==> src/oscsel_map.svh <==
// oscsel_map.svh: register offsets, field positions, reset values and timing counts
// assumes: included by the oscillator source select module and the testbench
`ifndef OSCSEL_MAP_SVH
`define OSCSEL_MAP_SVH
`define OSCSEL_ADDR_W        2
`define OSCSEL_OFS_STATUS    2'h0
`define OSCSEL_OFS_TRIM      2'h1
`define OSCSEL_OFS_CTRL      2'h2
`define OSCSEL_BIT_REQUEST   1
`define OSCSEL_BIT_ENGAGED   0
`define OSCSEL_BIT_CLKOUT_EN 0
`define OSCSEL_TRIM_RESET    8'h80
`define OSCSEL_EXT_EDGES     2'h2
`define OSCSEL_INT_FREQ_KHZ  12800
`define OSCSEL_BUS_FREQ_KHZ  3200
`endif

==> src/oscsel_pkg.sv <==
// oscsel_pkg.sv: types for the oscillator source select block
// assumes: oscsel_map.svh supplies the numeric constants
package oscsel_pkg;
  typedef enum logic [1:0] {
    OSCSEL_SRC_INT,
    OSCSEL_SRC_EXT,
    OSCSEL_SRC_RC,
    OSCSEL_SRC_XTAL
  } oscsel_src_e;
  typedef enum logic [1:0] {
    OSCSEL_SW_INTERNAL,
    OSCSEL_SW_WAIT_EDGES,
    OSCSEL_SW_ENGAGED
  } oscsel_sw_e;
  typedef struct packed {
    logic [1:0] addr;
    logic [7:0] wdata;
    logic       wr;
    logic       rd;
  } oscsel_bus_s;
  typedef struct packed {
    logic o;
    logic oe_n;
  } oscsel_pin_s;
endpackage

==> src/oscsel_top.sv <==
// oscsel_top.sv: oscillator source selection, clock output pin control, switch-over
// assumes: analogue oscillators outside; source clocks arrive as sampled levels
`timescale 1ns/1ns
`include "oscsel_map.svh"
module oscsel_top (
  input  wire logic                clk_sys,
  input  wire logic                rst_n,
  input  wire logic                clk_en,
  input  wire oscsel_pkg::oscsel_bus_s bus,
  output logic [7:0]               rdata,
  input  wire logic [1:0]          source_select,
  input  wire logic                osc_enable_from_sysunit,
  input  wire logic                stop_mode,
  input  wire logic                wait_mode,
  input  wire logic                break_state,
  input  wire logic                monitor_bypass,
  input  wire logic                test_mode_one,
  input  wire logic                test_mode_two,
  input  wire logic                clock_in_pin,
  input  wire logic                crystal_clock,
  input  wire logic                resistor_cap_clock,
  input  wire logic                internal_osc_clock,
  input  wire logic                port_a_bit4_out,
  input  wire logic                port_a_bit4_oe_n,
  output logic                     clock_out_pin_o,
  output logic                     clock_out_pin_oe_n,
  output logic                     clock_in_pin_shared,
  output logic                     port_bit4_owned,
  output logic                     full_rate_clock,
  output logic                     half_rate_clock,
  output logic                     internal_osc_enable,
  output logic                     ext_gen_enable,
  output logic [7:0]               trim_factor
);
  // source clocks come from outside this clock: three-stage sampling
  logic [2:0] ext_sync_r;
  logic [2:0] xtal_sync_r;
  logic [2:0] rc_sync_r;
  logic [2:0] int_sync_r;
  logic       ext_lvl_r;
  logic       xtal_lvl_r;
  logic       rc_lvl_r;
  logic       int_lvl_r;
  logic       request_r;
  logic       request_nxt;
  logic       clkout_en_r;
  logic [7:0] trim_r;
  logic [7:0] rdata_r;
  logic [7:0] rdata_nxt;
  logic [1:0] edge_cnt_r;
  logic       full_r;
  logic       half_r;
  logic       full_prev_r;
  oscsel_pkg::oscsel_sw_e sw_r;
  oscsel_pkg::oscsel_sw_e sw_nxt;
  oscsel_pkg::oscsel_src_e src;
  oscsel_pkg::oscsel_pin_s pin;

  function automatic logic sel_is(input logic [1:0] sel, input oscsel_pkg::oscsel_src_e s);
    sel_is = (sel == s);
  endfunction

  // a level counts once the second and third stages agree
  always_ff @(posedge clk_sys) begin
    if (!rst_n) begin
      ext_sync_r  <= 3'h0;
      xtal_sync_r <= 3'h0;
      rc_sync_r   <= 3'h0;
      int_sync_r  <= 3'h0;
      ext_lvl_r   <= 1'b0;
      xtal_lvl_r  <= 1'b0;
      rc_lvl_r    <= 1'b0;
      int_lvl_r   <= 1'b0;
    end else if (clk_en) begin
      ext_sync_r  <= {ext_sync_r[1:0], clock_in_pin};
      xtal_sync_r <= {xtal_sync_r[1:0], crystal_clock};
      rc_sync_r   <= {rc_sync_r[1:0], resistor_cap_clock};
      int_sync_r  <= {int_sync_r[1:0], internal_osc_clock};
      if (ext_sync_r[1] == ext_sync_r[2])
        ext_lvl_r <= ext_sync_r[2];
      if (xtal_sync_r[1] == xtal_sync_r[2])
        xtal_lvl_r <= xtal_sync_r[2];
      if (rc_sync_r[1] == rc_sync_r[2])
        rc_lvl_r <= rc_sync_r[2];
      if (int_sync_r[1] == int_sync_r[2])
        int_lvl_r <= int_sync_r[2];
    end
  end

  assign src = oscsel_pkg::oscsel_src_e'(source_select);

  // request bit is still stored and read back, but ignored for switch-over in monitor bypass and test modes
  wire req_blocked = monitor_bypass | test_mode_one | test_mode_two;
  wire src_external = !sel_is(source_select, oscsel_pkg::OSCSEL_SRC_INT);
  wire engaged = (sw_r == oscsel_pkg::OSCSEL_SW_ENGAGED);
  wire req_eff = request_r & !req_blocked & src_external;

  wire ext_src_lvl;
  assign ext_src_lvl = sel_is(source_select, oscsel_pkg::OSCSEL_SRC_EXT)  ? ext_lvl_r  :
                       sel_is(source_select, oscsel_pkg::OSCSEL_SRC_XTAL) ? xtal_lvl_r :
                       rc_lvl_r;
  wire ext_rise = ext_src_lvl & !full_prev_r;

  // until engaged the internal oscillator drives the clock path
  wire sel_lvl = engaged ? ext_src_lvl : int_lvl_r;
  // stop halts the full-rate clock and the internal oscillator, not the external generator enable; wait and break do not touch them
  wire run = osc_enable_from_sysunit & !stop_mode;

  // register decode
  wire wr_status = bus.wr & (bus.addr == `OSCSEL_OFS_STATUS);
  wire wr_trim   = bus.wr & (bus.addr == `OSCSEL_OFS_TRIM);
  wire wr_ctrl   = bus.wr & (bus.addr == `OSCSEL_OFS_CTRL);
  wire [7:0] status_view = {6'h00, request_r, engaged};

  always_comb begin
    request_nxt = request_r;
    if (wr_status)
      request_nxt = bus.wdata[`OSCSEL_BIT_REQUEST];
  end

  always_comb begin
    unique case (bus.addr)
      `OSCSEL_OFS_STATUS: rdata_nxt = status_view;
      `OSCSEL_OFS_TRIM:   rdata_nxt = trim_r;
      `OSCSEL_OFS_CTRL:   rdata_nxt = {7'h00, clkout_en_r};
      default:            rdata_nxt = 8'h00;
    endcase
    if (!bus.rd)
      rdata_nxt = 8'h00;
  end

  always_ff @(posedge clk_sys) begin
    if (!rst_n) begin
      request_r   <= 1'b0;
      trim_r      <= `OSCSEL_TRIM_RESET;
      clkout_en_r <= 1'b0;
      rdata_r     <= 8'h00;
    end else if (clk_en) begin
      request_r <= request_nxt;
      rdata_r   <= rdata_nxt;
      if (wr_trim)
        trim_r <= bus.wdata;
      if (wr_ctrl)
        clkout_en_r <= bus.wdata[`OSCSEL_BIT_CLKOUT_EN];
    end
  end

  // switch-over: count two rising edges of the external source, then engage
  always_comb begin
    sw_nxt = sw_r;
    unique case (sw_r)
      oscsel_pkg::OSCSEL_SW_INTERNAL:
        if (req_eff)
          sw_nxt = oscsel_pkg::OSCSEL_SW_WAIT_EDGES;
      oscsel_pkg::OSCSEL_SW_WAIT_EDGES:
        if (!req_eff)
          sw_nxt = oscsel_pkg::OSCSEL_SW_INTERNAL;
        else if (ext_rise && edge_cnt_r == `OSCSEL_EXT_EDGES - 2'h1)
          sw_nxt = oscsel_pkg::OSCSEL_SW_ENGAGED;
      oscsel_pkg::OSCSEL_SW_ENGAGED:
        sw_nxt = oscsel_pkg::OSCSEL_SW_ENGAGED;
      default:
        sw_nxt = oscsel_pkg::OSCSEL_SW_INTERNAL;
    endcase
  end

  always_ff @(posedge clk_sys) begin
    if (!rst_n) begin
      sw_r        <= oscsel_pkg::OSCSEL_SW_INTERNAL;
      edge_cnt_r  <= 2'h0;
      full_prev_r <= 1'b0;
    end else if (clk_en) begin
      sw_r        <= sw_nxt;
      full_prev_r <= ext_src_lvl;
      if (sw_r != oscsel_pkg::OSCSEL_SW_WAIT_EDGES)
        edge_cnt_r <= 2'h0;
      else if (ext_rise)
        edge_cnt_r <= edge_cnt_r + 2'h1;
    end
  end

  // clocks: full follows source, half toggles on full rising edge
  always_ff @(posedge clk_sys) begin
    if (!rst_n) begin
      full_r <= 1'b0;
      half_r <= 1'b0;
    end else if (clk_en) begin
      if (run) begin
        full_r <= sel_lvl;
        if (sel_lvl && !full_r)
          half_r <= !half_r;
      end else begin
        full_r <= 1'b0;
      end
    end
  end

  // clock output pin function
  always_comb begin
    pin.o    = port_a_bit4_out;
    pin.oe_n = port_a_bit4_oe_n;
    port_bit4_owned = 1'b1;
    unique case (src)
      oscsel_pkg::OSCSEL_SRC_EXT: begin
        pin.o    = port_a_bit4_out;
        pin.oe_n = port_a_bit4_oe_n;
      end
      oscsel_pkg::OSCSEL_SRC_XTAL: begin
        pin.o    = !xtal_lvl_r;
        pin.oe_n = 1'b0;
        port_bit4_owned = 1'b0;
      end
      default: begin
        if (clkout_en_r) begin
          pin.o    = full_r;
          pin.oe_n = 1'b0;
          port_bit4_owned = 1'b0;
        end
      end
    endcase
  end

  assign clock_out_pin_o     = pin.o;
  assign clock_out_pin_oe_n  = pin.oe_n;
  assign clock_in_pin_shared = (src == oscsel_pkg::OSCSEL_SRC_INT);
  assign full_rate_clock     = full_r;
  assign half_rate_clock     = half_r;
  assign internal_osc_enable = run & !engaged;
  assign ext_gen_enable      = req_eff | engaged;
  assign trim_factor         = trim_r;
  assign rdata               = rdata_r;

  // checks
  chk_stop_halts_full: assert property (@(posedge clk_sys) disable iff (!rst_n)
    clk_en && stop_mode |=> !full_rate_clock)
    else $error("full-rate clock ran during stop");
  chk_trim_reset: assert property (@(posedge clk_sys)
    !rst_n |=> trim_factor == `OSCSEL_TRIM_RESET)
    else $error("trim not at reset value");
  chk_request_reset: assert property (@(posedge clk_sys)
    !rst_n |=> rdata == 8'h00 && !ext_gen_enable)
    else $error("request not cleared by reset");
  chk_engaged_sticky: assert property (@(posedge clk_sys) disable iff (!rst_n)
    engaged |=> engaged)
    else $error("engaged dropped without reset");
  chk_blocked_no_switch: assert property (@(posedge clk_sys) disable iff (!rst_n)
    req_blocked && !engaged |=> !engaged)
    else $error("switch while request ignored");
  chk_ext_pin_port: assert property (@(posedge clk_sys) disable iff (!rst_n)
    src == oscsel_pkg::OSCSEL_SRC_EXT |-> clock_out_pin_oe_n == port_a_bit4_oe_n)
    else $error("clock out pin not port bit in ext mode");
  chk_xtal_pin_drive: assert property (@(posedge clk_sys) disable iff (!rst_n)
    src == oscsel_pkg::OSCSEL_SRC_XTAL |-> !clock_out_pin_oe_n && !port_bit4_owned)
    else $error("crystal pin not driven");
  chk_half_toggles: assert property (@(posedge clk_sys) disable iff (!rst_n)
    clk_en && run && sel_lvl && !full_r |=> half_rate_clock != $past(half_rate_clock))
    else $error("half-rate clock missed toggle");
  chk_trim_write: assert property (@(posedge clk_sys) disable iff (!rst_n)
    clk_en && wr_trim |=> trim_factor == $past(bus.wdata))
    else $error("trim write lost");
  chk_engage_cause: assert property (@(posedge clk_sys) disable iff (!rst_n)
    !engaged ##1 engaged |-> $past(req_eff) && $past(ext_rise))
    else $error("engaged without edge");

  // wait and break must leave the clock path untouched
  chk_wait_keeps_clock: assert property (@(posedge clk_sys) disable iff (!rst_n)
    clk_en && wait_mode && run |=> full_rate_clock == $past(sel_lvl))
    else $error("full-rate clock disturbed in wait");

  chk_break_keeps_clock: assert property (@(posedge clk_sys) disable iff (!rst_n)
    clk_en && break_state && run |=> full_rate_clock == $past(sel_lvl))
    else $error("full-rate clock disturbed in break");

  chk_enable_gates_osc: assert property (@(posedge clk_sys) disable iff (!rst_n)
    clk_en && !osc_enable_from_sysunit |=> !full_rate_clock)
    else $error("full-rate clock ran without oscillator enable");

  chk_full_follows_src: assert property (@(posedge clk_sys) disable iff (!rst_n)
    clk_en && run |=> full_rate_clock == $past(sel_lvl))
    else $error("full-rate clock not following source");

  // status readback carries the live engaged state
  chk_engaged_readback: assert property (@(posedge clk_sys) disable iff (!rst_n)
    clk_en && bus.rd && bus.addr == `OSCSEL_OFS_STATUS |=>
      rdata[`OSCSEL_BIT_ENGAGED] == $past(engaged))
    else $error("engaged bit readback wrong");

  chk_request_write: assert property (@(posedge clk_sys) disable iff (!rst_n)
    clk_en && wr_status |=> request_r == $past(bus.wdata[`OSCSEL_BIT_REQUEST]))
    else $error("request bit write lost");

  // internal and RC sources hand the pin to the clock only when enabled
  chk_clkout_drive: assert property (@(posedge clk_sys) disable iff (!rst_n)
    (src == oscsel_pkg::OSCSEL_SRC_INT || src == oscsel_pkg::OSCSEL_SRC_RC) && clkout_en_r
      |-> !clock_out_pin_oe_n && clock_out_pin_o == full_rate_clock)
    else $error("clock out pin not driving full-rate clock");

  chk_clkout_port: assert property (@(posedge clk_sys) disable iff (!rst_n)
    (src == oscsel_pkg::OSCSEL_SRC_INT || src == oscsel_pkg::OSCSEL_SRC_RC) && !clkout_en_r
      |-> port_bit4_owned && clock_out_pin_oe_n == port_a_bit4_oe_n)
    else $error("clock out pin not released to port bit");

  chk_int_off_engaged: assert property (@(posedge clk_sys) disable iff (!rst_n)
    engaged |-> !internal_osc_enable)
    else $error("internal oscillator left running after engage");

  // one external edge alone must never engage
  chk_two_edges: assert property (@(posedge clk_sys) disable iff (!rst_n)
    sw_r == oscsel_pkg::OSCSEL_SW_WAIT_EDGES && edge_cnt_r == 2'h0 |=> !engaged)
    else $error("engaged before second edge");

  chk_reset_internal: assert property (@(posedge clk_sys)
    !rst_n |=> sw_r == oscsel_pkg::OSCSEL_SW_INTERNAL)
    else $error("reset left external path selected");

  cov_engage: cover property (@(posedge clk_sys) disable iff (!rst_n) !engaged ##1 engaged);
  cov_stop: cover property (@(posedge clk_sys) disable iff (!rst_n) stop_mode ##1 !stop_mode);
  cov_clkout: cover property (@(posedge clk_sys) disable iff (!rst_n)
    clkout_en_r && src == oscsel_pkg::OSCSEL_SRC_RC);
  cov_blocked_req: cover property (@(posedge clk_sys) disable iff (!rst_n)
    req_blocked && request_r);
endmodule // oscsel_top

==> config.mk <==
export PLATFORM = sky130hd
export DESIGN_NAME = oscsel_top
export DESIGN_NICKNAME = d
export VERILOG_FILES = /design/src/oscsel_pkg.sv /design/src/oscsel_top.sv
export VERILOG_INCLUDE_DIRS = /design/src
export SDC_FILE = /design/constraint.sdc
export NUM_CORES = 1
export LEC_CHECK = 0
export ABC_AREA = 1
export BUFFER_PORTS_ARGS = -buffer_cell sky130_fd_sc_hd__buf_2
export CORE_MARGIN = 3
export CORE_UTILIZATION = 40
export CTS_CLUSTER_SIZE = 20
export DETAILED_ROUTE_END_ITERATION = 6
export PLACE_DENSITY = 0.61
export SLEW_MARGIN = 5
export SYNTH_ARGS = -nofsm -noshare
export SYNTH_HDL_FRONTEND = slang
export SYNTH_SLANG_ARGS = --single-unit
==> constraint.sdc <==
create_clock -name clk_sys -period 1.9 [get_ports clk_sys]
set_clock_uncertainty 0.1 [all_clocks]
set_input_delay 0.285 -clock clk_sys [delete_from_list [all_inputs] [get_ports clk_sys]]
set_output_delay 0.285 -clock clk_sys [all_outputs]
set_load 0.02 [all_outputs]
==> impl_metrics.env, run 1 <==
export IMPL_outcome="complete, no violations"
export IMPL_crit_fanout=3
export IMPL_grt_overflow=0
export IMPL_area_growth_pct=21.07
export IMPL_worstRegToRegCells=6
export IMPL_critPathCaptureType="output pin"
export IMPL_fp_dieH_um=72.51
export IMPL_gp_congestion=0.7899
export IMPL_fin_crit_ps=1633
export IMPL_syn_area_um2=1769
export IMPL_layout_common_cells="buf_2, nand2_1, nor2_1"
export IMPL_cap_violations=0
export IMPL_synth_compound_area_share_pct=16.90
export IMPL_clk_pin_slew_worst_paths_ps=80
export IMPL_cts_post_setup_buffers_inserted=0
export IMPL_drcViolationCount=0
export IMPL_critPathArrivalTime_ps=1250
export IMPL_hold_buffers=0
export IMPL_min_delay_start="bus[9]"
export IMPL_nets=329
export IMPL_core_area_um2=4144
export IMPL_multiInputGateArea_um2=810.8
export IMPL_crit_slowest_cell="dfxtp_1"
export IMPL_nFillCells=451
export IMPL_start_util_pct=42.69
export IMPL_synth_top_family_by_area="simple AND/OR/NAND/NOR gates"
export IMPL_muxShareOfSynthArea_pct=0
export IMPL_yosysWarnings=0
export IMPL_first_global_vias=1446
export IMPL_syn_inst=245
export IMPL_required_ps=1510
export IMPL_synthesis_nets=276
export IMPL_dpl_hpwl_mm=2.976
export IMPL_path_cells="nand2_1 > nand2_1 > inv_1 > nand2_1 > o221ai_1 > buf_2"
export IMPL_worstSetupPathType="reg2out"
export IMPL_grt_use_total_pct=15.76
export IMPL_yosys_area_share_simple_pct=28.22
export IMPL_chipWidth_um=72.51
export IMPL_numPortBuffers=51
export IMPL_period_share_pct=85.94
export IMPL_wl_mm=4.049
export IMPL_rsz0062_at_grt="no"
export IMPL_avgSynthCellArea_um2=7.221
export IMPL_regArea_um2=820.8
export IMPL_clk_latency_ps=290
export IMPL_hold_depth=3
export IMPL_cts_tree="built"
export IMPL_p_leak_nw=0.9931
export IMPL_hold_violations=0
export IMPL_hp_class="in2reg"
export IMPL_setup_viol=0
export IMPL_holdPathEnd="trim_factor[7]"
export IMPL_synth_xor_area_share_pct=0
export IMPL_fp_row_count=23
export IMPL_cp_start_kind="register"
export IMPL_ys_seq_area_share_pct=46.39
export IMPL_ir_drop_mv=0.5593
export IMPL_via_count=1661
export IMPL_crit_path_max_incr_delay_ps=380
export IMPL_slew_headroom_pct=68.16
export IMPL_whs_ps=105.4
export IMPL_grt_max_degree=18
export IMPL_diodes=0
export IMPL_cpMostUsedCell="nand2_1"
export IMPL_cts_htree_levels=2
export IMPL_timing_rr_start="sw_r[1]"
export IMPL_ios=54
export IMPL_cts_root_buffer="clkbuf_8"
export IMPL_synth_distinct_cells=24
export IMPL_dieArea_um2=5257
export IMPL_antenna_found_initial=0
export IMPL_max_clock_freq_mhz=612.4
export IMPL_clk_path_buf_depth=2
export IMPL_drt_iter0_markers=44
export IMPL_post_cts_resize_count=0
export IMPL_numCtsBuffers=5
export IMPL_antenna_left=0
export IMPL_r2r_end="half_rate_clock"
export IMPL_grt_pass1_wl_mm=6.541
export IMPL_wire_per_inst_um=11.60
export IMPL_synthAdderAreaFrac_pct=0.7072
export IMPL_drt_pass1_iter_count=5
export IMPL_ys_ff_latch=41
export IMPL_clock_sinks=41
export IMPL_via_per_inst=4.759
export IMPL_drv_slew=0
export IMPL_setup_tns_ps=0
export IMPL_reg2reg_setup_slack_ps=650
export IMPL_final_common_cell="buf_2"
export IMPL_layout_drive_gt1_share_pct=25.08
export IMPL_worstMarginPinSlew_ps=477.1
export IMPL_pwr_density_cell_nw_per_um2=782.0
[worst max-delay path by stage]
| stage | startpoint | end | slack, ps | cells past startpoint |
|---|---|---|---|---|
| 6_report | clkout_en_r | clock_out_pin_o | 270 | 6 |
| 3_3_place_gp | source_select[0] | clock_out_pin_o | 460 | 8 |
| 2_1_floorplan | full_rate_clock | clock_out_pin_o | 570 | 2 |
| 5_1_grt | clkout_en_r | clock_out_pin_o | 180 | 6 |
| 4_1_cts | clkout_en_r | clock_out_pin_o | 240 | 6 |
| 3_5_place_dp | source_select[0] | clock_out_pin_o | 460 | 8 |
[sequential cells by signal, indices dropped and copies added, names as in the netlist]
signal	cells
sw_r	2
full_rate_clock	1
int_lvl_r	1
rc_lvl_r	1
edge_cnt_r	2
trim_factor	8
ext_sync_r	3
clkout_en_r	1
request_r	1
ext_lvl_r	1
rc_sync_r	3
int_sync_r	3
xtal_lvl_r	1
half_rate_clock	1
full_prev_r	1
xtal_sync_r	3
rdata	8
[through the flow]
step,setup WS [ps],utilization [%],power [mW],cell area (um^2),instances
final,267.2,51.69,1.675,2142,349
after global routing,177.9,51.69,1.754,2142,349
after CTS,240.3,51.69,1.693,2142,349
after detailed placement,457.1,49.76,1.153,2062,341
after global placement,457.3,49.76,1.151,2062,341
after floorplan,569.4,-,1.077,1769,245
[Yosys cell counts (all sizes together)]
cell type / instances / area [um^2]
a21oi: 25 / 140.1
buf: 7 / 43.79
clkbuf: 1 / 3.750
dfxtp: 41 / 820.8
ha: 1 / 12.51
inv: 24 / 90.09
nand2: 48 / 187.7
nand3: 13 / 75.07
nand4: 3 / 18.77
nor2: 50 / 205.2
o21a: 1 / 7.510
o21ai: 27 / 135.1
o221ai: 1 / 8.760
o31ai: 1 / 7.510
or2: 2 / 12.51
[area by class of cell]
| type | count | area share [%] |
|---|---|---|
| Sequential cell | 41 | 38.32 |
| Timing Repair Buffer | 54 | 12.97 |
| Inverter | 24 | 4.206 |
| Clock buffer | 8 | 3.738 |
| Tap cell | 50 | 2.921 |
| Multi-Input combinational cell | 172 | 37.85 |
[cell families (layout without fill, tap and decap cells)]
kind of cell               Yosys count  in the layout
buffers and inverters               32             86
AOI/OAI and AO/OA                   55             55
and+or+nand+nor                    116            116
DFF                                 41             41
adders and majority gates            1              1
[power breakdown]
group          leakage [nW]  internal, mW  switching (mW)
combinational         0.619        0.0807           0.138
clock                0.0395         0.261           0.283
sequential            0.334         0.892          0.0198
[critical path: cells and delay by family (launching register included)]
kind / cells / cell delay [ps]
buffers and inverters: 2 / 230
AOI/OAI and AO/OA: 1 / 90
and+or+nand+nor: 3 / 250
DFF: 1 / 380
[metal layers]
metal,global-route usage (%),routed length (um),vias to the layer above
met4,4.303,39,0
met3,4.432,197,4
li1,-,-,894
met5,0,0,-
met2,25.18,1854,32
met1,20.89,1958,731
Power figures use the tool's default switching activity.
==> run 2, diff against run 1 <==
--- a/config.mk
+++ b/config.mk
@@ -8,11 +8,13 @@
 export LEC_CHECK = 0
 export ABC_AREA = 1
 export BUFFER_PORTS_ARGS = -buffer_cell sky130_fd_sc_hd__buf_2
+export CELL_PAD_IN_SITES_DETAIL_PLACEMENT = 2
+export CELL_PAD_IN_SITES_GLOBAL_PLACEMENT = 2
 export CORE_MARGIN = 3
-export CORE_UTILIZATION = 40
+export CORE_UTILIZATION = 29
 export CTS_CLUSTER_SIZE = 20
 export DETAILED_ROUTE_END_ITERATION = 6
-export PLACE_DENSITY = 0.61
+export PLACE_DENSITY = 0.88
 export SLEW_MARGIN = 5
 export SYNTH_ARGS = -nofsm -noshare
 export SYNTH_HDL_FRONTEND = slang
==> impl_metrics.env, run 2 (synthesis results as in run 1) <==
export IMPL_outcome="complete, no violations"
export IMPL_cpMostUsedCell="nand2_1"
export IMPL_pwr_density_cell_nw_per_um2=840.0
export IMPL_dp_cells=364
export IMPL_chipWidth_um=84.11
export IMPL_grt_overflow=0
export IMPL_numPortBuffers=51
export IMPL_final_cells=371
export IMPL_dieArea_um2=7074
export IMPL_critPathCaptureType="output pin"
export IMPL_grt_max_degree=20
export IMPL_clkPwrFrac_pct=37.7
export IMPL_worstSetupPathType="reg2out"
export IMPL_layout_drive_gt1_share_pct=26.09
export IMPL_fp_dieH_um=84.11
export IMPL_gp_congestion=0.6878
export IMPL_cts_tree="built"
export IMPL_cap_violations=0
export IMPL_hold_buffers=0
export IMPL_fp_row_count=27
export IMPL_antenna_left=0
export IMPL_area_growth_pct=24.40
export IMPL_crit_slowest_cell="dfxtp_1"
export IMPL_nets=330
export IMPL_dp_slack_ps=376.0
export IMPL_p_sw_mw=0.4918
export IMPL_crit_fanout=3
export IMPL_p_leak_nw=1.012
export IMPL_clk_path_buf_depth=2
export IMPL_cts_root_buffer="clkbuf_8"
export IMPL_final_common_cell="buf_2"
export IMPL_first_global_vias=1982
export IMPL_grt_pass1_wl_mm=9.777
export IMPL_clk_pin_slew_worst_paths_ps=90
export IMPL_clk_latency_ps=300
export IMPL_power_share_combinational_pct=12.8
export IMPL_switching_share_pct=26.60
export IMPL_finish_utilization_pct=38.55
export IMPL_cts_htree_levels=2
export IMPL_nFillCells=702
export IMPL_seq_power_share_pct=49.5
export IMPL_layout_common_cells="buf_2, nand2_1, nor2_1"
export IMPL_finalPower_mw=1.849
export IMPL_ios=54
export IMPL_wl_mm=5.839
export IMPL_grt_use_total_pct=17.14
export IMPL_ir_drop_mv=0.3483
export IMPL_max_clock_freq_mhz=611.1
export IMPL_fin_crit_ps=1636
export IMPL_setup_tns_ps=0
export IMPL_via_count=1802
export IMPL_worstMarginPinSlew_ps=490.1
export IMPL_diodes=0
export IMPL_p_int_mw=1.357
export IMPL_setup_slack_ps=263.7
export IMPL_drv_slew=0
export IMPL_rsz0062_at_grt="no"
export IMPL_core_area_um2=5709
export IMPL_setup_viol=0
export IMPL_crit_path_max_incr_delay_ps=370
export IMPL_post_cts_resize_count=0
export IMPL_drcViolationCount=0
export IMPL_period_share_pct=86.12
export IMPL_hold_violations=0
export IMPL_path_cells="nand2_1 > nand2_1 > inv_1 > nand2_1 > o221ai_1 > buf_2"
export IMPL_drt_iter0_markers=65
export IMPL_via_per_inst=4.857
export IMPL_clock_sinks=41
export IMPL_wire_per_inst_um=15.74
export IMPL_required_ps=1510
export IMPL_numCtsBuffers=5
export IMPL_drt_pass1_iter_count=4
export IMPL_start_util_pct=30.99
export IMPL_antenna_found_initial=0
export IMPL_cts_post_setup_buffers_inserted=0
export IMPL_hp_class="in2reg"
export IMPL_cp_start_kind="register"
export IMPL_slew_headroom_pct=67.29
export IMPL_critPathArrivalTime_ps=1250
export IMPL_dpl_hpwl_mm=4.290
==> run 2: changes by cell type in the layout (fill, tap and decap cells not counted), sizes merged <==
cell / before / now
clkbuf: 8 / 5
buf: 54 / 55
bufinv: 0 / 1
clkinv: 0 / 1
==> run 2: area by class of cell <==
cell class / instances / area, um^2 / area share (%)
flip-flops and latches: 41 / 820.8 / 37.29
multi-input cells: 172 / 810.8 / 36.84
repair buffers: 55 / 285.3 / 12.96
inverters: 24 / 90.09 / 4.093
well taps: 72 / 90.09 / 4.093
clock buffers: 5 / 68.82 / 3.127
clock inverters: 2 / 35.03 / 1.592
==> run 2: per-stage QoR <==
| step | hold slack [ps] | area, um^2 |
|---|---|---|
| 5_1_grt | 115.0 | 2201 |
| 2_1_floorplan | 311.2 | 1769 |
| 3_5_place_dp | 360.7 | 2097 |
| 6_report | 99.87 | 2201 |
| 4_1_cts | 98.85 | 2201 |
| 3_3_place_gp | 346.0 | 2097 |
==> run 2: routing by layer <==
metal	vias to the layer above	share of wire, %	GRT usage (%)	wire [um]
met3	6	3.6	3.850	213
met2	37	53	31.64	3114
met5	-	0	0	0
li1	892	-	-	-
met1	867	42	19.99	2455
met4	0	0.96	3.947	56
==> run 2: path summary, 6_finish.rpt <==
path | cells after the start | endpoint | startpoint | slack [ps]
min reg2reg | 2 | rdata[5] | rdata[5] | 370
min | 3 | trim_factor[6] | bus[8] | 100
max reg2reg | 7 | sw_r[1] | request_r | 560
max | 6 | clock_out_pin_o | clkout_en_r | 260
==> run 2: power groups by stage <==
stage                     clock (mW)  sequential (mW)  combinational, mW
after floorplan                    0            0.937              0.140
after global placement             0            0.932              0.225
after detailed placement           0            0.935              0.237
after CTS                      0.712            0.915              0.243
after global routing           0.751            0.920              0.270
final                          0.697            0.914              0.237
==> run 2: critical path: cells and delay by family, from the launching register on <==
| family | cells | cell delay, ps |
|---|---|---|
| buf+inv | 2 | 240 |
| compound gates | 1 | 110 |
| simple gates | 3 | 240 |
| flops | 1 | 370 |
==> run 3, diff against run 2 <==
--- a/config.mk
+++ b/config.mk
@@ -10,11 +10,13 @@
 export BUFFER_PORTS_ARGS = -buffer_cell sky130_fd_sc_hd__buf_2
 export CELL_PAD_IN_SITES_DETAIL_PLACEMENT = 2
 export CELL_PAD_IN_SITES_GLOBAL_PLACEMENT = 2
+export CORE_ASPECT_RATIO = 1.1
 export CORE_MARGIN = 3
 export CORE_UTILIZATION = 29
 export CTS_CLUSTER_SIZE = 20
 export DETAILED_ROUTE_END_ITERATION = 6
 export PLACE_DENSITY = 0.88
+export REMOVE_ABC_BUFFERS = 1
 export SLEW_MARGIN = 5
 export SYNTH_ARGS = -nofsm -noshare
 export SYNTH_HDL_FRONTEND = slang
==> impl_metrics.env, run 3 (synthesis results as in run 1) <==
export IMPL_fp_row_count=29
export IMPL_slew_headroom_pct=70.10
export IMPL_setup_tns_ps=0
export IMPL_clk_latency_ps=300
export IMPL_path_cells="inv_1 > nor2_1 > nand3_2 > o21ai_0 > buf_2"
export IMPL_seq_power_share_pct=53.4
export IMPL_grt_pass1_wl_mm=9.239
export IMPL_nFillCells=725
export IMPL_dieArea_um2=7075
export IMPL_critPathBufInv=2
export IMPL_chipWidth_um=80.47
export IMPL_dp_cells=369
export IMPL_crit_family="flip-flops"
export IMPL_drt_pass1_iter_count=4
export IMPL_cts_htree_levels=2
export IMPL_area_growth_pct=23.55
export IMPL_drcViolationCount=0
export IMPL_antenna_left=0
export IMPL_switching_share_pct=28.10
export IMPL_pwr_density_cell_nw_per_um2=782.3
export IMPL_hp_class="in2reg"
export IMPL_crit_path_max_incr_delay_ps=370
export IMPL_fin_crit_ps=1662
export IMPL_finalPower_mw=1.710
export IMPL_antenna_found_initial=0
export IMPL_via_per_inst=4.846
export IMPL_cts_root_buffer="clkbuf_8"
export IMPL_p_int_mw=1.229
export IMPL_grt_max_degree=16
export IMPL_gp_congestion=0.7452
export IMPL_clock_sinks=41
export IMPL_hold_buffers=0
export IMPL_final_cells=377
export IMPL_dpl_hpwl_mm=4.199
export IMPL_max_clock_freq_mhz=601.8
export IMPL_period_share_pct=87.45
export IMPL_clkPwrFrac_pct=32.9
export IMPL_cts_post_setup_buffers_inserted=0
export IMPL_critPathCaptureType="output pin"
export IMPL_via_count=1827
export IMPL_wl_mm=5.585
export IMPL_cp_start_kind="register"
export IMPL_core_area_um2=5842
export IMPL_setup_viol=0
export IMPL_start_util_pct=30.28
export IMPL_clk_pin_slew_worst_paths_ps=80
export IMPL_first_global_vias=1984
export IMPL_numCtsBuffers=5
export IMPL_power_share_combinational_pct=13.6
export IMPL_post_cts_resize_count=0
export IMPL_nets=330
export IMPL_layout_drive_gt1_share_pct=26.00
export IMPL_p_sw_mw=0.4806
export IMPL_grt_use_total_pct=17.03
export IMPL_grt_overflow=0
export IMPL_final_common_cell="buf_2"
export IMPL_hold_violations=0
export IMPL_crit_slowest_cell="dfxtp_1"
export IMPL_numPortBuffers=51
export IMPL_crit_fanout=3
export IMPL_clk_path_buf_depth=2
export IMPL_cts_tree="built"
export IMPL_p_leak_nw=1.003
export IMPL_ir_drop_mv=0.3169
export IMPL_diodes=0
export IMPL_drv_slew=0
export IMPL_wire_per_inst_um=14.81
export IMPL_fp_dieH_um=87.92
export IMPL_drt_iter0_markers=62
export IMPL_worstSetupPathType="reg2out"
export IMPL_cap_violations=0
export IMPL_outcome="complete, no violations"
export IMPL_critPathArrivalTime_ps=1280
export IMPL_rsz0062_at_grt="no"
export IMPL_required_ps=1510
export IMPL_ios=54
export IMPL_layout_common_cells="buf_2, nand2_1, nor2_1"
export IMPL_worstMarginPinSlew_ps=448.0
-- run 3: changes by cell type in the layout (fill, tap and decap cells not counted), sizes merged --
cell	change
bufinv	-1
clkbuf	+1
clkinv	+1
-- run 3: final timing paths --
kind,from,endpoint,slack (ps),cells after the start
min reg2reg,rdata[3],rdata[3],370,2
max reg2reg,sw_r[1],half_rate_clock,520,6
max,request_r,ext_gen_enable,240,5
min,bus[9],trim_factor[7],110,3
-- run 3: layout make-up --
class / count / area (um^2) / area share, %
multi-input cells: 172 / 810.8 / 37.09
repair buffers: 55 / 285.3 / 13.05
clock inverters: 2 / 10.01 / 0.4579
flip-flops and latches: 41 / 820.8 / 37.55
clock buffers: 6 / 72.57 / 3.320
well taps: 77 / 96.34 / 4.408
inverters: 24 / 90.09 / 4.121
-- run 3: metal layers --
layer,share of wire [%],wire length (um),GRT usage (%),vias to the layer above
met5,0,0,0,-
met4,2.2,123,7.220,0
met3,6.8,377,3.807,10
met2,48,2685,30.27,52
met1,43,2399,19.55,873
li1,-,-,-,892
-- run 3: per-stage QoR --
| step | area, um^2 | worst slack [ps] | util [%] | hold WS [ps] |
|---|---|---|---|---|
| CTS | 2186 | 206.3 | 37.42 | 108.7 |
| floorplan | 1722 | 569.4 | - | 269.7 |
| global route | 2186 | 104.6 | 37.42 | 123.8 |
| detailed placement | 2103 | 293.8 | 36.00 | 361.8 |
| global placement | 2103 | 404.8 | 36.00 | 345.3 |
| finish | 2186 | 238.4 | 37.42 | 106.4 |
-- run 3: power by group through the flow --
stage	clock network, mW	logic (mW)	registers (mW)
after floorplan	0	0.124	0.937
after global placement	0	0.223	0.933
after detailed placement	0	0.235	0.935
after CTS	0.579	0.239	0.915
after global routing	0.608	0.268	0.920
final	0.563	0.233	0.914
-- run 3: worst reg2reg max path: cells and delay by family (launching register included) --
kind	cells	cell delay (ps)
flops	1	370
simple gates	3	420
compound gates	2	270
buf+inv	1	90
